==> src/hdl/dcif_pkg.sv <==
package dcif_pkg;
  localparam int unsigned ADDR_W = 8;
  localparam int unsigned DATA_W = 32;
  localparam int unsigned DEPTH = 8;
  localparam int unsigned PTR_W = 3;
  localparam int unsigned SAMPLE_W = 32;
  localparam int unsigned BUS_W = 16;
  localparam int unsigned DIV_W = 6;

  // register byte addresses
  localparam logic [7:0] REG_CTRL = 8'h00;
  localparam logic [7:0] REG_STATUS = 8'h04;
  localparam logic [7:0] REG_SAMPLE = 8'h08;
  localparam logic [7:0] REG_SIF_SYNC = 8'h0c;

  // control register fields
  localparam int unsigned CTRL_WORD_BIT = 0;
  localparam int unsigned CTRL_OFFSET_LSB = 4;
  localparam int unsigned CTRL_FIFOIN_LSB = 8;
  localparam int unsigned CTRL_FIFOOUT_LSB = 12;
  localparam int unsigned CTRL_INTERP_LSB = 16;
  localparam int unsigned INTERP_W = 5;

  // sync select bit positions, shared by both select fields except SEL_OUTPUT_STROBE, read select only
  localparam int unsigned SEL_SYNC = 0;
  localparam int unsigned SEL_FRAME = 1;
  localparam int unsigned SEL_OUTPUT_STROBE = 2;
  localparam int unsigned SEL_SIF = 3;

  // status register fields
  localparam int unsigned STAT_WPTR_LSB = 0;
  localparam int unsigned STAT_RPTR_LSB = 4;
  localparam int unsigned STAT_COLL_BIT = 8;

  // reset values: word mode, offset 4, frame on both sides, interpolation 4
  localparam logic [31:0] CTRL_RST = 32'h0004_2241;
  localparam logic [2:0] WPTR_RST = 3'h0;
  localparam logic [1:0] PHASE_NARROW_LAST = 2'h3;
  localparam logic [1:0] PHASE_WORD_LAST = 2'h1;

  localparam logic [1:0] RESP_OKAY = 2'h0;
  localparam logic [1:0] RESP_SLVERR = 2'h2;
endpackage

==> src/hdl/dcif_pin_sync.sv <==
`timescale 1ns/1ps
// three-stage pin synchroniser; a bit changes once stages two and three agree
module dcif_pin_sync #(
  parameter int unsigned W = 1
) (
  input wire logic aclk,
  input wire logic aresetn,
  input wire logic [W-1:0] pin,
  output logic [W-1:0] level
);
  logic [W-1:0] s1_q;
  logic [W-1:0] s2_q;
  logic [W-1:0] s3_q;
  wire [W-1:0] agree = ~(s2_q ^ s3_q);

  always_ff @(posedge aclk) begin
    if (!aresetn) begin
      s1_q <= '0;
      s2_q <= '0;
      s3_q <= '0;
      level <= '0;
    end else begin
      s1_q <= pin;
      s2_q <= s1_q;
      s3_q <= s2_q;
      level <= (level & ~agree) | (s3_q & agree);
    end
  end
endmodule

==> src/hdl/dcif_top.sv <==
`timescale 1ns/1ps
// Function
// - word_mode_sel low: samples arrive as bytes on the low eight data pins.
// - narrow mode byte order: I high, I low, Q high, Q low.
// - narrow mode groups realign on a rising edge of the selected strobe.
// - elastic buffer of eight 32-bit I/Q samples between bus and converter sides.
// - bus values captured on both data clock edges; sample stored at write pointer.
// - one whole sample read per output clock from the read pointer location.
// - output clock is converter clock over 2*interp (word) or interp (narrow).
// - each write and each read advances its pointer by one.
// - pointer reset puts write pointer at 0, read pointer at offset.
// - read reset location is a 3-bit programmable offset, default 4.
// - a 4-bit field selects the write pointer reset strobe.
// - write strobe sampled on data clock rising edges; its rise resets pointer.
// - 4-bit read select; write strobe resampled on output clock when chosen.
// - read-side reset also restarts the output clock divider.
// - output_strobe sampled by converter clock resets read pointer when chosen in the read select.
// - pointers wrap automatically, so resets may be single or repeated.
// - word_mode_sel high: each 16-bit word is one channel value, I first.
module dcif_top (
  input wire logic aclk,
  input wire logic aresetn,
  input wire logic [7:0] s_axi_awaddr,
  input wire logic s_axi_awvalid,
  output logic s_axi_awready,
  input wire logic [31:0] s_axi_wdata,
  input wire logic [3:0] s_axi_wstrb,
  input wire logic s_axi_wvalid,
  output logic s_axi_wready,
  output logic [1:0] s_axi_bresp,
  output logic s_axi_bvalid,
  input wire logic s_axi_bready,
  input wire logic [7:0] s_axi_araddr,
  input wire logic s_axi_arvalid,
  output logic s_axi_arready,
  output logic [31:0] s_axi_rdata,
  output logic [1:0] s_axi_rresp,
  output logic s_axi_rvalid,
  input wire logic s_axi_rready,
  input wire logic data_ddr_clk,
  input wire logic [15:0] data_bus,
  input wire logic frame_in,
  input wire logic sync_in,
  input wire logic converter_clk,
  input wire logic output_strobe,
  output logic [31:0] sample_out,
  output logic sample_strobe
);
  // pin capture: data bus and its clock share one synchroniser so they stay aligned
  logic [15:0] bus_lvl;
  logic ddr_lvl;
  logic frame_lvl;
  logic sync_lvl;
  logic conv_lvl;
  logic output_strobe_lvl;

  dcif_pin_sync #(.W(21)) u_sync (
    .aclk(aclk),
    .aresetn(aresetn),
    .pin({data_bus, data_ddr_clk, frame_in, sync_in, converter_clk, output_strobe}),
    .level({bus_lvl, ddr_lvl, frame_lvl, sync_lvl, conv_lvl, output_strobe_lvl})
  );

  // registers
  logic [31:0] ctrl_q;
  logic sif_q;
  logic [31:0] sample_q;
  logic strobe_q;

  wire word_mode_sel = ctrl_q[dcif_pkg::CTRL_WORD_BIT];
  wire [2:0] fifo_offset = ctrl_q[dcif_pkg::CTRL_OFFSET_LSB +: 3];
  wire [3:0] sel_in = ctrl_q[dcif_pkg::CTRL_FIFOIN_LSB +: 4];
  wire [3:0] sel_out = ctrl_q[dcif_pkg::CTRL_FIFOOUT_LSB +: 4];
  wire [4:0] interp = ctrl_q[dcif_pkg::CTRL_INTERP_LSB +: dcif_pkg::INTERP_W];

  // write side
  logic ddr_prev_q;
  logic wsync_prev_q;
  logic [1:0] phase_q;
  logic [7:0] i_hi_q;
  logic [15:0] i_word_q;
  logic [7:0] q_hi_q;
  logic [2:0] wr_ptr_q;
  logic [31:0] mem_q [dcif_pkg::DEPTH];

  wire ddr_rise = ddr_lvl & ~ddr_prev_q;
  wire ddr_fall = ~ddr_lvl & ddr_prev_q;
  wire ddr_edge = ddr_rise | ddr_fall;
  wire wsync_lvl = (sel_in[dcif_pkg::SEL_SYNC] & sync_lvl) | (sel_in[dcif_pkg::SEL_FRAME] & frame_lvl)
                 | (sel_in[dcif_pkg::SEL_SIF] & sif_q);
  // strobe seen only at rising data clock edges
  wire wsync_rise = ddr_rise & wsync_lvl & ~wsync_prev_q;
  // alignment edge restarts the byte count
  wire [1:0] ph_cur = wsync_rise ? 2'h0 : phase_q;
  wire [1:0] ph_last = word_mode_sel ? dcif_pkg::PHASE_WORD_LAST : dcif_pkg::PHASE_NARROW_LAST;
  // entry written when the group completes
  wire wr_en = ddr_edge & (ph_cur == ph_last);
  // assembly of I and Q from bytes or words
  wire [31:0] wr_word = word_mode_sel ? {i_word_q, bus_lvl} : {i_hi_q, i_word_q[7:0], q_hi_q, bus_lvl[7:0]};
  wire [2:0] wr_ptr_d = wsync_rise ? dcif_pkg::WPTR_RST : wr_ptr_q + 3'h1;

  always_ff @(posedge aclk) begin
    if (!aresetn) begin
      ddr_prev_q <= 1'b0;
      wsync_prev_q <= 1'b0;
    end else begin
      ddr_prev_q <= ddr_lvl;
      if (ddr_rise) begin
        wsync_prev_q <= wsync_lvl;
      end
    end
  end

  // capture on both edges of the data clock
  always_ff @(posedge aclk) begin
    if (!aresetn) begin
      phase_q <= 2'h0;
      i_hi_q <= 8'h00;
      i_word_q <= 16'h0000;
      q_hi_q <= 8'h00;
    end else if (ddr_edge) begin
      phase_q <= (ph_cur == ph_last) ? 2'h0 : ph_cur + 2'h1;
      // narrow mode uses only the low byte lanes
      case (ph_cur)
        2'h0: begin
          if (word_mode_sel) begin
            i_word_q <= bus_lvl;
          end else begin
            i_hi_q <= bus_lvl[7:0];
          end
        end
        2'h1: i_word_q <= {8'h00, bus_lvl[7:0]};
        2'h2: q_hi_q <= bus_lvl[7:0];
        default: q_hi_q <= q_hi_q;
      endcase
    end
  end

  always_ff @(posedge aclk) begin
    if (wr_en) begin
      mem_q[wr_ptr_q] <= wr_word;
    end
  end

  // write pointer steps and wraps; strobe rise sends it home
  always_ff @(posedge aclk) begin
    if (!aresetn) begin
      wr_ptr_q <= dcif_pkg::WPTR_RST;
    end else if (wsync_rise | wr_en) begin
      wr_ptr_q <= wr_ptr_d;
    end
  end

  // read side: converter clock edges drive the output clock divider
  logic conv_prev_q;
  logic output_strobe_prev_q;
  logic rsync_prev_q;
  logic [5:0] div_cnt_q;
  logic [2:0] rd_ptr_q;

  wire conv_en = conv_lvl & ~conv_prev_q;
  wire [4:0] interp_eff = (interp == 5'h00) ? 5'h01 : interp;
  // divide by 2*interp in word mode, interp in narrow mode
  wire [5:0] div_max = word_mode_sel ? ({interp_eff, 1'b0} - 6'h01) : ({1'b0, interp_eff} - 6'h01);
  wire out_en = conv_en & (div_cnt_q == div_max);
  // write strobe recaptured only at output clock ticks
  wire rsync_lvl = (sel_out[dcif_pkg::SEL_SYNC] & sync_lvl) | (sel_out[dcif_pkg::SEL_FRAME] & frame_lvl)
                 | (sel_out[dcif_pkg::SEL_SIF] & sif_q);
  wire rsync_rise = out_en & rsync_lvl & ~rsync_prev_q;
  // output strobe sampled on converter clock
  wire output_strobe_rise = conv_en & sel_out[dcif_pkg::SEL_OUTPUT_STROBE] & output_strobe_lvl & ~output_strobe_prev_q;
  wire rd_reset = rsync_rise | output_strobe_rise;
  wire [31:0] rd_word = mem_q[rd_ptr_q];

  always_ff @(posedge aclk) begin
    if (!aresetn) begin
      conv_prev_q <= 1'b0;
      output_strobe_prev_q <= 1'b0;
      rsync_prev_q <= 1'b0;
    end else begin
      conv_prev_q <= conv_lvl;
      if (conv_en) begin
        output_strobe_prev_q <= output_strobe_lvl;
      end
      if (out_en) begin
        rsync_prev_q <= rsync_lvl;
      end
    end
  end

  always_ff @(posedge aclk) begin
    if (!aresetn) begin
      div_cnt_q <= 6'h00;
    end else if (rd_reset) begin
      div_cnt_q <= 6'h00;
    end else if (conv_en) begin
      div_cnt_q <= (div_cnt_q >= div_max) ? 6'h00 : div_cnt_q + 6'h01;
    end
  end

  // one read per output tick; reset loads the offset
  always_ff @(posedge aclk) begin
    if (!aresetn) begin
      // constant home: ctrl_q is itself still in reset here
      rd_ptr_q <= dcif_pkg::CTRL_RST[dcif_pkg::CTRL_OFFSET_LSB +: 3];
      sample_q <= 32'h0000_0000;
      strobe_q <= 1'b0;
    end else begin
      strobe_q <= out_en & ~rd_reset;
      if (rd_reset) begin
        rd_ptr_q <= fifo_offset;
      end else if (out_en) begin
        rd_ptr_q <= rd_ptr_q + 3'h1;
        sample_q <= rd_word;
      end
    end
  end

  assign sample_out = sample_q;
  assign sample_strobe = strobe_q;

  // AXI4-Lite slave; write address and data may arrive in either order
  logic aw_got_q;
  logic w_got_q;
  logic [7:0] awaddr_q;
  logic [31:0] wdata_q;
  logic [3:0] wstrb_q;
  logic bvalid_q;
  logic [1:0] bresp_q;
  logic rvalid_q;
  logic [31:0] rdata_q;
  logic [1:0] rresp_q;

  wire do_write = aw_got_q & w_got_q & ~bvalid_q;
  wire [31:0] wmask = {{8{wstrb_q[3]}}, {8{wstrb_q[2]}}, {8{wstrb_q[1]}}, {8{wstrb_q[0]}}};
  wire wr_ctrl = awaddr_q == dcif_pkg::REG_CTRL;
  wire wr_sif = awaddr_q == dcif_pkg::REG_SIF_SYNC;
  wire w_ok = wr_ctrl | wr_sif;
  wire ar_hs = s_axi_arvalid & ~rvalid_q;
  wire [31:0] status_word = {23'h0, wr_ptr_q == rd_ptr_q, 1'b0, rd_ptr_q, 1'b0, wr_ptr_q};
  wire r_ctrl = s_axi_araddr == dcif_pkg::REG_CTRL;
  wire r_stat = s_axi_araddr == dcif_pkg::REG_STATUS;
  wire r_samp = s_axi_araddr == dcif_pkg::REG_SAMPLE;
  wire r_sif = s_axi_araddr == dcif_pkg::REG_SIF_SYNC;
  wire [31:0] rd_mux = r_ctrl ? ctrl_q : r_stat ? status_word : r_samp ? sample_q : r_sif ? {31'h0, sif_q} : 32'h0;

  assign s_axi_awready = ~aw_got_q & ~bvalid_q;
  assign s_axi_wready = ~w_got_q & ~bvalid_q;
  assign s_axi_arready = ~rvalid_q;
  assign s_axi_bvalid = bvalid_q;
  assign s_axi_bresp = bresp_q;
  assign s_axi_rvalid = rvalid_q;
  assign s_axi_rdata = rdata_q;
  assign s_axi_rresp = rresp_q;

  always_ff @(posedge aclk) begin
    if (!aresetn) begin
      aw_got_q <= 1'b0;
      w_got_q <= 1'b0;
      awaddr_q <= 8'h00;
      wdata_q <= 32'h0000_0000;
      wstrb_q <= 4'h0;
    end else begin
      if (s_axi_awvalid & s_axi_awready) begin
        aw_got_q <= 1'b1;
        awaddr_q <= s_axi_awaddr;
      end else if (do_write) begin
        aw_got_q <= 1'b0;
      end
      if (s_axi_wvalid & s_axi_wready) begin
        w_got_q <= 1'b1;
        wdata_q <= s_axi_wdata;
        wstrb_q <= s_axi_wstrb;
      end else if (do_write) begin
        w_got_q <= 1'b0;
      end
    end
  end

  always_ff @(posedge aclk) begin
    if (!aresetn) begin
      ctrl_q <= dcif_pkg::CTRL_RST;
      sif_q <= 1'b0;
      bvalid_q <= 1'b0;
      bresp_q <= dcif_pkg::RESP_OKAY;
    end else begin
      if (do_write) begin
        bvalid_q <= 1'b1;
        bresp_q <= w_ok ? dcif_pkg::RESP_OKAY : dcif_pkg::RESP_SLVERR;
        if (wr_ctrl) begin
          ctrl_q <= (ctrl_q & ~wmask) | (wdata_q & wmask);
        end
        if (wr_sif & wstrb_q[0]) begin
          sif_q <= wdata_q[0];
        end
      end else if (s_axi_bready) begin
        bvalid_q <= 1'b0;
      end
    end
  end

  always_ff @(posedge aclk) begin
    if (!aresetn) begin
      rvalid_q <= 1'b0;
      rdata_q <= 32'h0000_0000;
      rresp_q <= dcif_pkg::RESP_OKAY;
    end else if (ar_hs) begin
      rvalid_q <= 1'b1;
      rdata_q <= rd_mux;
      rresp_q <= (r_ctrl | r_stat | r_samp | r_sif) ? dcif_pkg::RESP_OKAY : dcif_pkg::RESP_SLVERR;
    end else if (s_axi_rready) begin
      rvalid_q <= 1'b0;
    end
  end
endmodule

==> config.mk <==
export PLATFORM = sky130hd
export DESIGN_NAME = dcif_top
export DESIGN_NICKNAME = d
export VERILOG_FILES = /design/src/hdl/dcif_pkg.sv /design/src/hdl/dcif_pin_sync.sv /design/src/hdl/dcif_top.sv
export SDC_FILE = /design/constraint.sdc
export NUM_CORES = 1
export LEC_CHECK = 0
export ABC_AREA = 1
export BUFFER_PORTS_ARGS = -buffer_cell sky130_fd_sc_hd__buf_2
export CAP_MARGIN = 20
export CORE_MARGIN = 4
export CORE_UTILIZATION = 51
export DETAILED_ROUTE_END_ITERATION = 8
export PLACE_DENSITY = 0.71
export SLEW_MARGIN = 20
export SYNTH_ARGS = -nofsm -noshare
export SYNTH_HDL_FRONTEND = slang
export SYNTH_SLANG_ARGS = --single-unit
export TNS_END_PERCENT = 1
==> constraint.sdc <==
create_clock -name aclk -period 9 [get_ports aclk]
set_input_delay 1.35 -clock aclk [delete_from_list [all_inputs] [get_ports aclk]]
set_output_delay 1.35 -clock aclk [all_outputs]
set_load 0.01 [all_outputs]
==> metrics, run 1 <==
vias in the first global route=14200; crit path DAT=4210 ps; final clock skew=29.5 ps; Cell Pwr Density=213 nW/µm²; Ys Warns=0; Setup crit end kind=flip-flop; Final Max Tran Viols=0; Netlist cell types=40; CP peak stage delay=830 ps; Antenna Nets Post-Route=0; first-pass GRT wire length=75500 µm; pin count of the biggest net entering global routing=116; row count=74; Via density=5.30; die width=211 µm; Worst Setup Path Type=flip-flop to flip-flop; Setup Fix Bufs, Post-CTS=0; ant diodes=0; Slew @ Worst Pin=988 ps; final worst path period share=41.2%; Tmin final=3710 ps; core area=40700 µm²; RSZ-0062 raised after global routing=no; Overflow after GRT=0; share of post-route cells with drive strength above 1=15.0%; Hold WS=406 ps; async set or reset register ratio after synthesis=0%; routability congestion estimate=0.858; total clock buffers created by CTS=51; peak ir drop on the vdd network=158 µV; total chip power=5.09 mW; area added between synthesis and finish=13.8%; P_leak=9.67 nW; post_cts resized=0; GRT Util Overall=21.2%; DP Area=22000 µm²; Post-Route WL=48000 µm; nets=2381; post-layout util=58.6%; post-synthesis sequential area ratio=63.6%; CP cell instances=inv_2 > or2_2 > ha_1 > nand2_1 > inv_1 > nand3_4 > nor2_4 > nand2_4 > nand3_4 > inv_4 > nand2_1 > a21oi_2; Iteration-0 DRC Markers=1287; hpwl dp=29600 µm; Rel. slew slack=34.1%; startpoint types=flip-flop; Worst Path Max Fanout=35; CTS tree=done; die area=44500 µm²; Post-Syn Area=21000 µm²; drt wl/cell=16.8 µm; DR pass1 iterations=5; HP Class=flip-flop to flip-flop; CTS Buffer Depth=3; pre-CTS WS=5320 ps; synthesis-stage register bit count=539; Worst EP required=9500 ps; CTS Hold Bufs=0; initial antenna violation count=0; Fillers=3427; CTS sink count=539; IO Pins=154; most frequent cells in the layout=382 x nand2_1, 296 x nor2_1, 282 x o21ai_0; Max Freq=270 MHz; Total Neg Setup Slack=0 ps; final hold vios=0; htree depth=2; Post-synth EDFFs=256; non-filler instance count after layout=2862; commonest non-fill, non-tap cell in the layout=nand2_1; final setup vio count=0; fin area=23900 µm²; DRC=0; port buffer count=151; post-synthesis cell count=2179; initial core utilization=51.5%; Die Y=211 µm; Root Buffer=clkbuf_16; clock latency at the later pin of the worst-skew pair=590 ps; maxcap violations=0; DR vias=15200; syn avg cell area=9.63 µm²; Slowest cell on crit path=dfxtp_1; Clock transition at path regs=60 ps; Final WS setup=5290 ps; Most used DFF post-synth=dfxtp_1; status=finished, final reports clean; placed insts=2766
-- per-layer routing --
layer  track usage [%]  wire (µm)  vias to the layer above
li1                  -          -                     7464
met1              30.2      20800                     7103
met2              33.5      22200                      503
met3              3.25       3500                       96
met4              7.18       1450                        0
met5                 0          0                        -
-- state kept, by name (all words and copies together), names as in the netlist, 4 cells and up, named ones only --
signal,flops
div_cnt_q,6
sample_out,32
u_sync.s3_q,21
u_sync.s1_q,21
i_hi_q,8
wdata_q,32
i_word_q,16
u_sync.s2_q,21
mem_q,256
wstrb_q,4
q_hi_q,8
awaddr_q,8
s_axi_rdata,32
-- layout make-up --
type	instances	area, µm²	share of cell area [%]
multi-input cells	1343	6390	26.8
flip-flops and latches	539	13400	55.9
repair buffers	170	905	3.79
well taps	532	666	2.79
inverters	182	686	2.87
clock inverters	28	433	1.81
clock buffers	68	1440	6.02
-- synth_stat cells, types with 3 or more instances --
library cell    n  area, µm²
nand2_1       383       1440
nor2_1        306       1150
dfxtp_1       283       5670
o21ai_0       282       1410
edfxtp_1      256       7690
inv_1         174        653
a21oi_1       125        626
clkbuf_1       68        255
nand3_1        53        265
o21ai_1        39        195
o211ai_1       33        248
nand2_2        31        194
a21oi_2        28        245
buf_2          19       95.1
buf_4          16        120
ha_1           14        175
nand4_1         8       50.1
buf_1           6       22.5
inv_2           6       22.5
nor2_4          6       67.6
xnor2_1         6       52.6
a31oi_1         5       31.3
xor2_1          5       43.8
buf_12          3       60.1
buf_6           3       33.8
o21bai_1        3       22.5
-- worst max-delay path, delay by kind of cell, from the launching register on --
kind	cells	cell delay, ps
AOI/OAI and AO/OA	1	130
adders and majority gates	1	290
buffers and inverters	3	960
DFF	1	830
and+or+nand+nor	7	1390
-- where the power goes --
part	switching (mW)	internal, mW	total (mW)
sequential	0.0181	2.59	2.60
clock	0.898	1.44	2.34
combinational	0.0956	0.0526	0.148
-- logic make-up after synthesis --
logic type / after synthesis / synth area share [%]
AOI/OAI and AO/OA: 517 / 13.3
xor gates and xnor gates: 11 / 0.459
adders and majority gates: 14 / 0.835
buffers and inverters: 298 / 6.09
DFF: 539 / 63.6
muxes: 1 / 0.0477
other: 1 / 0.0179
and+or+nand+nor: 798 / 15.6
-- final timing paths --
path,startpoint,to,slack [ps],depth (start not counted)
max,flip-flop,sample_out[21]$_SDFFE_PN0P_,5290,12
min,u_sync.s1_q[7]$_SDFF_PN0_,u_sync.s2_q[7]$_SDFF_PN0_,410,2
max reg2reg,flip-flop,sample_out[21]$_SDFFE_PN0P_,5290,12
min reg2reg,u_sync.s1_q[7]$_SDFF_PN0_,u_sync.s2_q[7]$_SDFF_PN0_,410,2
No activity file was read; power rests on OpenSTA's default activity.
==> run 2, diff against run 1 <==
--- a/config.mk
+++ b/config.mk
@@ -5,7 +5,7 @@
 export SDC_FILE = /design/constraint.sdc
 export NUM_CORES = 1
 export LEC_CHECK = 0
-export ABC_AREA = 1
+export ABC_AREA = 0
 export BUFFER_PORTS_ARGS = -buffer_cell sky130_fd_sc_hd__buf_2
 export CAP_MARGIN = 20
 export CORE_MARGIN = 4
==> constraint.sdc (replaced) <==
create_clock -name aclk -period 3.45 [get_ports aclk]
set_input_delay 0.5175 -clock aclk [delete_from_list [all_inputs] [get_ports aclk]]
set_output_delay 0.5175 -clock aclk [all_outputs]
set_load 0.01 [all_outputs]
==> run 2 against run 1 <==
Compared with the run above: sequential power increased to 2.6 times the previous value; critical endpoint is now sample_out[25]$_SDFFE_PN0P_; via count decreased by 16%; clock skew decreased by 9.6 ps; combinational power increased by 100%.
==> metrics, run 2 <==
Cell Pwr Density=549 nW/µm²; drt wl/cell=21.2 µm; total chip power=13.0 mW; Overflow after GRT=0; async set or reset register ratio after synthesis=0%; maxcap violations=0; DR vias=12800; DR pass1 iterations=7; Hold WS=138 ps; top-count cell post-synth=dfxtp_1; vias in the first global route=12600; setup slack, reg-to-reg=510 ps; die width=208 µm; Worst EP required=3940 ps; Rel. slew slack=53.5%; top post-synthesis cells by area=edfxtp_1 38%, dfxtp_1 28%, mux4_2 7.1%; nets=1778; worst hold start=data_bus[10]; crit path DAT=3430 ps; Netlist cell types=59; Final Max Tran Viols=0; post_cts resized=0; Max Freq=340 MHz; port buffer count=151; syn avg cell area=13.3 µm²; Via density=5.68; post-layout util=59.6%; startpoint types=flip-flop; CTS Hold Bufs=0; Ys Warns=0; CTS sink count=539; Tmin final=2940 ps; Synth top area share=37.5%; Slew @ Worst Pin=698 ps; status=finished, final reports clean; Commonest cells post-synth=283 x dfxtp_1, 256 x edfxtp_1, 187 x nand2_1; Worst Setup Path Type=flip-flop to flip-flop; pin count of the biggest net entering global routing=81; share of post-route cells with drive strength above 1=22.6%; most frequent cells in the layout=280 x dfxtp_1, 256 x edfxtp_1, 187 x nand2_1; final setup vio count=0; first-pass GRT wire length=74000 µm; max reg flops=256; Worst Path Max Fanout=22; final worst path period share=85.2%; post-synthesis sequential area ratio=65.2%; synthesis-stage register bit count=539; GRT Util Overall=21.8%; die area=43400 µm²; IO Pins=154; row count=73; RSZ-0062 raised after global routing=no; final clock skew=19.9 ps; total clock buffers created by CTS=52; Setup Fix Bufs, Post-CTS=0; peak ir drop on the vdd network=499 µV; P_leak=8.62 nW; Most used DFF post-synth=dfxtp_1; CTS Buffer Depth=3; CTS tree=done; Clock transition at path regs=60 ps; HP Class=input pin to flip-flop; Iteration-0 DRC Markers=999; Synth area leader=edfxtp_1; most flop-heavy register=mem_q; Hold Crit Endpoint=u_sync.s1_q[15]$_SDFF_PN0_; Worst R2R End=sample_out[25]$_SDFFE_PN0P_; DRC=0; Post-synth EDFFs=256; post-synthesis cell count=1539; htree depth=2; Setup crit end kind=flip-flop; Post-Syn Area=20500 µm²; core area=39700 µm²; Die Y=208 µm; clock latency at the later pin of the worst-skew pair=590 ps; Worst Hold Depth=2; Post-Route WL=47700 µm; commonest non-fill, non-tap cell in the layout=dfxtp_1; initial core utilization=51.5%; ant diodes=0; final hold vios=0; hpwl dp=30800 µm; initial antenna violation count=0; Root Buffer=clkbuf_16; area added between synthesis and finish=15.7%; Antenna Nets Post-Route=0; routability congestion estimate=0.836; FF-to-FF path depth=12
run 2: changes by cell type after synthesis, moves of 34 or more:
cell	previous run	this run
nand3_1	53	11
nand2_1	383	187
a211oi_1	0	34
and2_1	0	72
o21ai_1	39	0
o21ai_0	282	35
mux2i_1	1	104
inv_1	174	22
mux2_2	0	39
nor2_1	306	79
mux4_2	0	65
run 2: worst max path at each step:
stage                                   to  slack (ps)  cells past startpoint
2_1_floorplan        mem_q[1][0]$_DFFE_PP_       -1550                      3
3_3_place_gp      rd_ptr_q[2]$_SDFFE_PN1P_         640                     12
3_5_place_dp   sample_out[23]$_SDFFE_PN0P_         530                     12
4_1_cts        sample_out[23]$_SDFFE_PN0P_         490                     12
5_1_grt           rd_ptr_q[0]$_SDFFE_PN0P_         200                     11
6_report       sample_out[25]$_SDFFE_PN0P_         510                     12
run 2: worst max-delay path, stage by stage (launching register included):
cell and delay (ps):
dfxtp_1 350, nor4_1 350, nor2_1 100, ha_1 220
nand2_1 80, xnor2_1 140, mux2i_1 120, ha_1 330
and4b_1 300, o211a_1 220, buf_4 260, a21oi_1 110
a211oi_1 260
run 2: final cells by class:
| class | count | area (µm²) |
|---|---|---|
| timing repair buffer | 189 | 1120 |
| inverter | 22 | 87.6 |
| sequential | 539 | 13400 |
| clock buffer | 68 | 1420 |
| multi-input combinational | 880 | 6660 |
| tap | 525 | 657 |
| fill | 3098 | 16000 |
| clock inverter | 27 | 393 |
run 2: routing by layer:
metal / up-vias / track usage, % / wire, µm
met1: 6384 / 30.0 / 20300
met3: 88 / 4.58 / 3140
met4: 0 / 6.34 / 1360
met5: - / 0 / 0
li1: 5930 / - / -
met2: 388 / 35.3 / 22900
run 2: logic make-up after synthesis:
logic type / after synthesis / share of synthesized area, %
XOR/XNOR: 9 / 0.385
flip-flops: 539 / 65.2
AO/OA/AOI/OAI: 238 / 7.12
multiplexers: 208 / 14.4
other: 1 / 0.0183
adder cells (fa/ha/maj): 14 / 0.855
buffers and inverters: 121 / 2.58
AND/OR/NAND/NOR: 409 / 9.47
run 2: power by group:
part / total [mW] / internal (mW) / switching, mW / leakage (nW)
logic: 0.301 / 0.108 / 0.193 / 3.07
registers: 6.75 / 6.71 / 0.0391 / 4.67
clock network: 5.96 / 3.64 / 2.32 / 0.880
run 2: metrics by stage:
stage               instances  worst slack [ps]  area [µm²]  TNS, ps
CTS                      2250               494       23700        0
global route             2250               196       23700        0
floorplan                1540             -1550       20500  -102310
detailed placement       2155               532       21900        0
finish                   2250               511       23700        0
global placement         2155               642       21900        0
==> run 3, diff against run 2 <==
==> constraint.sdc (replaced) <==
create_clock -name aclk -period 3.2 [get_ports aclk]
set_input_delay 0.48 -clock aclk [delete_from_list [all_inputs] [get_ports aclk]]
set_output_delay 0.48 -clock aclk [all_outputs]
set_load 0.01 [all_outputs]
==> run 3 against run 2 <==
Compared with the run above: sequential power rose by 7.7%; worst hold slack lost 50 ps; largest power group unchanged; via count down 1.1%; critical endpoint unchanged.
==> metrics, run 3 (synthesis results as in run 2) <==
DR vias=12600; Antenna Nets Post-Route=0; CP most frequent cell=ha_1; Tmin final=2940 ps; share of post-route cells with drive strength above 1=22.8%; first-pass GRT wire length=72700 µm; clock latency at the later pin of the worst-skew pair=590 ps; Fillers=3098; Max Freq=341 MHz; initial core utilization=51.5%; P_leak=8.60 nW; total clock buffers created by CTS=52; ant diodes=0; DRC=0; port buffer count=151; CP peak stage delay=350 ps; GRT Util Overall=21.3%; pre-CTS WS=313 ps; RSZ-0062 raised after global routing=no; Worst EP required=3680 ps; Final WS setup=265 ps; final hold vios=0; hpwl dp=30500 µm; most frequent cells in the layout=280 x dfxtp_1, 256 x edfxtp_1, 187 x nand2_1; Setup Fix Bufs, Post-CTS=0; fin area=23700 µm²; drt wl/cell=21.0 µm; HP Class=input pin to flip-flop; CTS sink count=539; Final Max Tran Viols=0; peak ir drop on the vdd network=436 µV; final setup vio count=0; Via density=5.62; Worst Path Buf+Inv=1; Rel. slew slack=36.8%; final worst path period share=91.7%; CP top delay family=simple AND/OR/NAND/NOR gates; commonest non-fill, non-tap cell in the layout=dfxtp_1; Worst Setup Path Type=flip-flop to flip-flop; Setup crit end kind=flip-flop; htree depth=2; max reg flops=256; die area=43400 µm²; vias in the first global route=12400; crit path DAT=3420 ps; CP cell instances=nor4_1 > nor2_1 > ha_1 > xor2_1 > o21ai_0 > ha_1 > and4_1 > o211a_1 > buf_4 > a21oi_1 > a211oi_1; die width=208 µm; pin count of the biggest net entering global routing=123; worst hold start=data_bus[6]; Worst Path Max Fanout=24; most flop-heavy register=mem_q; Clock transition at path regs=60 ps; Post-Route WL=47300 µm; initial antenna violation count=1; DP Area=22000 µm²; routability congestion estimate=0.830; status=finished, final reports clean; final clock skew=18.6 ps; Die Y=208 µm; core area=39700 µm²; Slowest cell on crit path=dfxtp_1; Cell Pwr Density=572 nW/µm²; Hold WS=88.4 ps; CTS Hold Bufs=0; startpoint types=flip-flop; area added between synthesis and finish=15.7%; Root Buffer=clkbuf_16; setup slack, reg-to-reg=260 ps; Overflow after GRT=0; maxcap violations=0; CTS tree=done; post_cts resized=0; nets=1780; DR pass1 iterations=5; CTS Buffer Depth=3; IO Pins=154; row count=73; Iteration-0 DRC Markers=1021; Slew @ Worst Pin=948 ps
-- run 3: final timing paths --
kind                                 endpoint  cells after the start
setup / recovery  sample_out[25]$_SDFFE_PN0P_                     11
hold / removal     u_sync.s1_q[11]$_SDFF_PN0_                      2
setup reg to reg  sample_out[25]$_SDFFE_PN0P_                     11
hold reg to reg    u_sync.s2_q[19]$_SDFF_PN0_                      1
-- run 3: final cells by class --
| cell class | count | area (µm²) | area share [%] |
|---|---|---|---|
| clock buffer | 76 | 1510 | 6.38 |
| inverter | 22 | 87.6 | 0.370 |
| multi-input combinational | 880 | 6680 | 28.2 |
| tap | 525 | 657 | 2.77 |
| clock inverter | 19 | 174 | 0.734 |
| timing repair buffer | 191 | 1220 | 5.15 |
| sequential | 539 | 13400 | 56.4 |
-- run 3: worst register-to-register path: stages, from the launching register on --
cell and delay (ps):
dfxtp_1 350, nor4_1 340, nor2_1 100, ha_1 210
xor2_1 180, o21ai_0 110, ha_1 350, and4_1 320
o211a_1 230, buf_4 280, a21oi_1 130, a211oi_1 230
-- run 3: power breakdown --
part	switching (mW)	internal (mW)
sequential	0.0407	7.23
clock	2.57	3.38
combinational	0.206	0.117
total	2.82	10.7
-- run 3: through the flow --
stage / std cells / power (mW) / TNS, ps / util [%]
after floorplan: 1540 / 7.62 / -23900 / -
after global routing: 2252 / 14.0 / 0 / 59.6
final: 2252 / 13.6 / 0 / 59.6
after CTS: 2252 / 13.7 / 0 / 59.6
after detailed placement: 2157 / 7.75 / 0 / 55.4
after global placement: 2157 / 7.74 / 0 / 55.4
-- run 3: metal layers --
metal	vias to the layer above	GRT usage (%)	wire length, µm	part of all wire (%)
li1	5910	-	-	-
met1	6321	29.6	20500	43
met2	359	35.4	23300	49
met3	54	3.68	2740	5.8
met4	2	5.10	838	1.8
met5	-	0	17	0.036
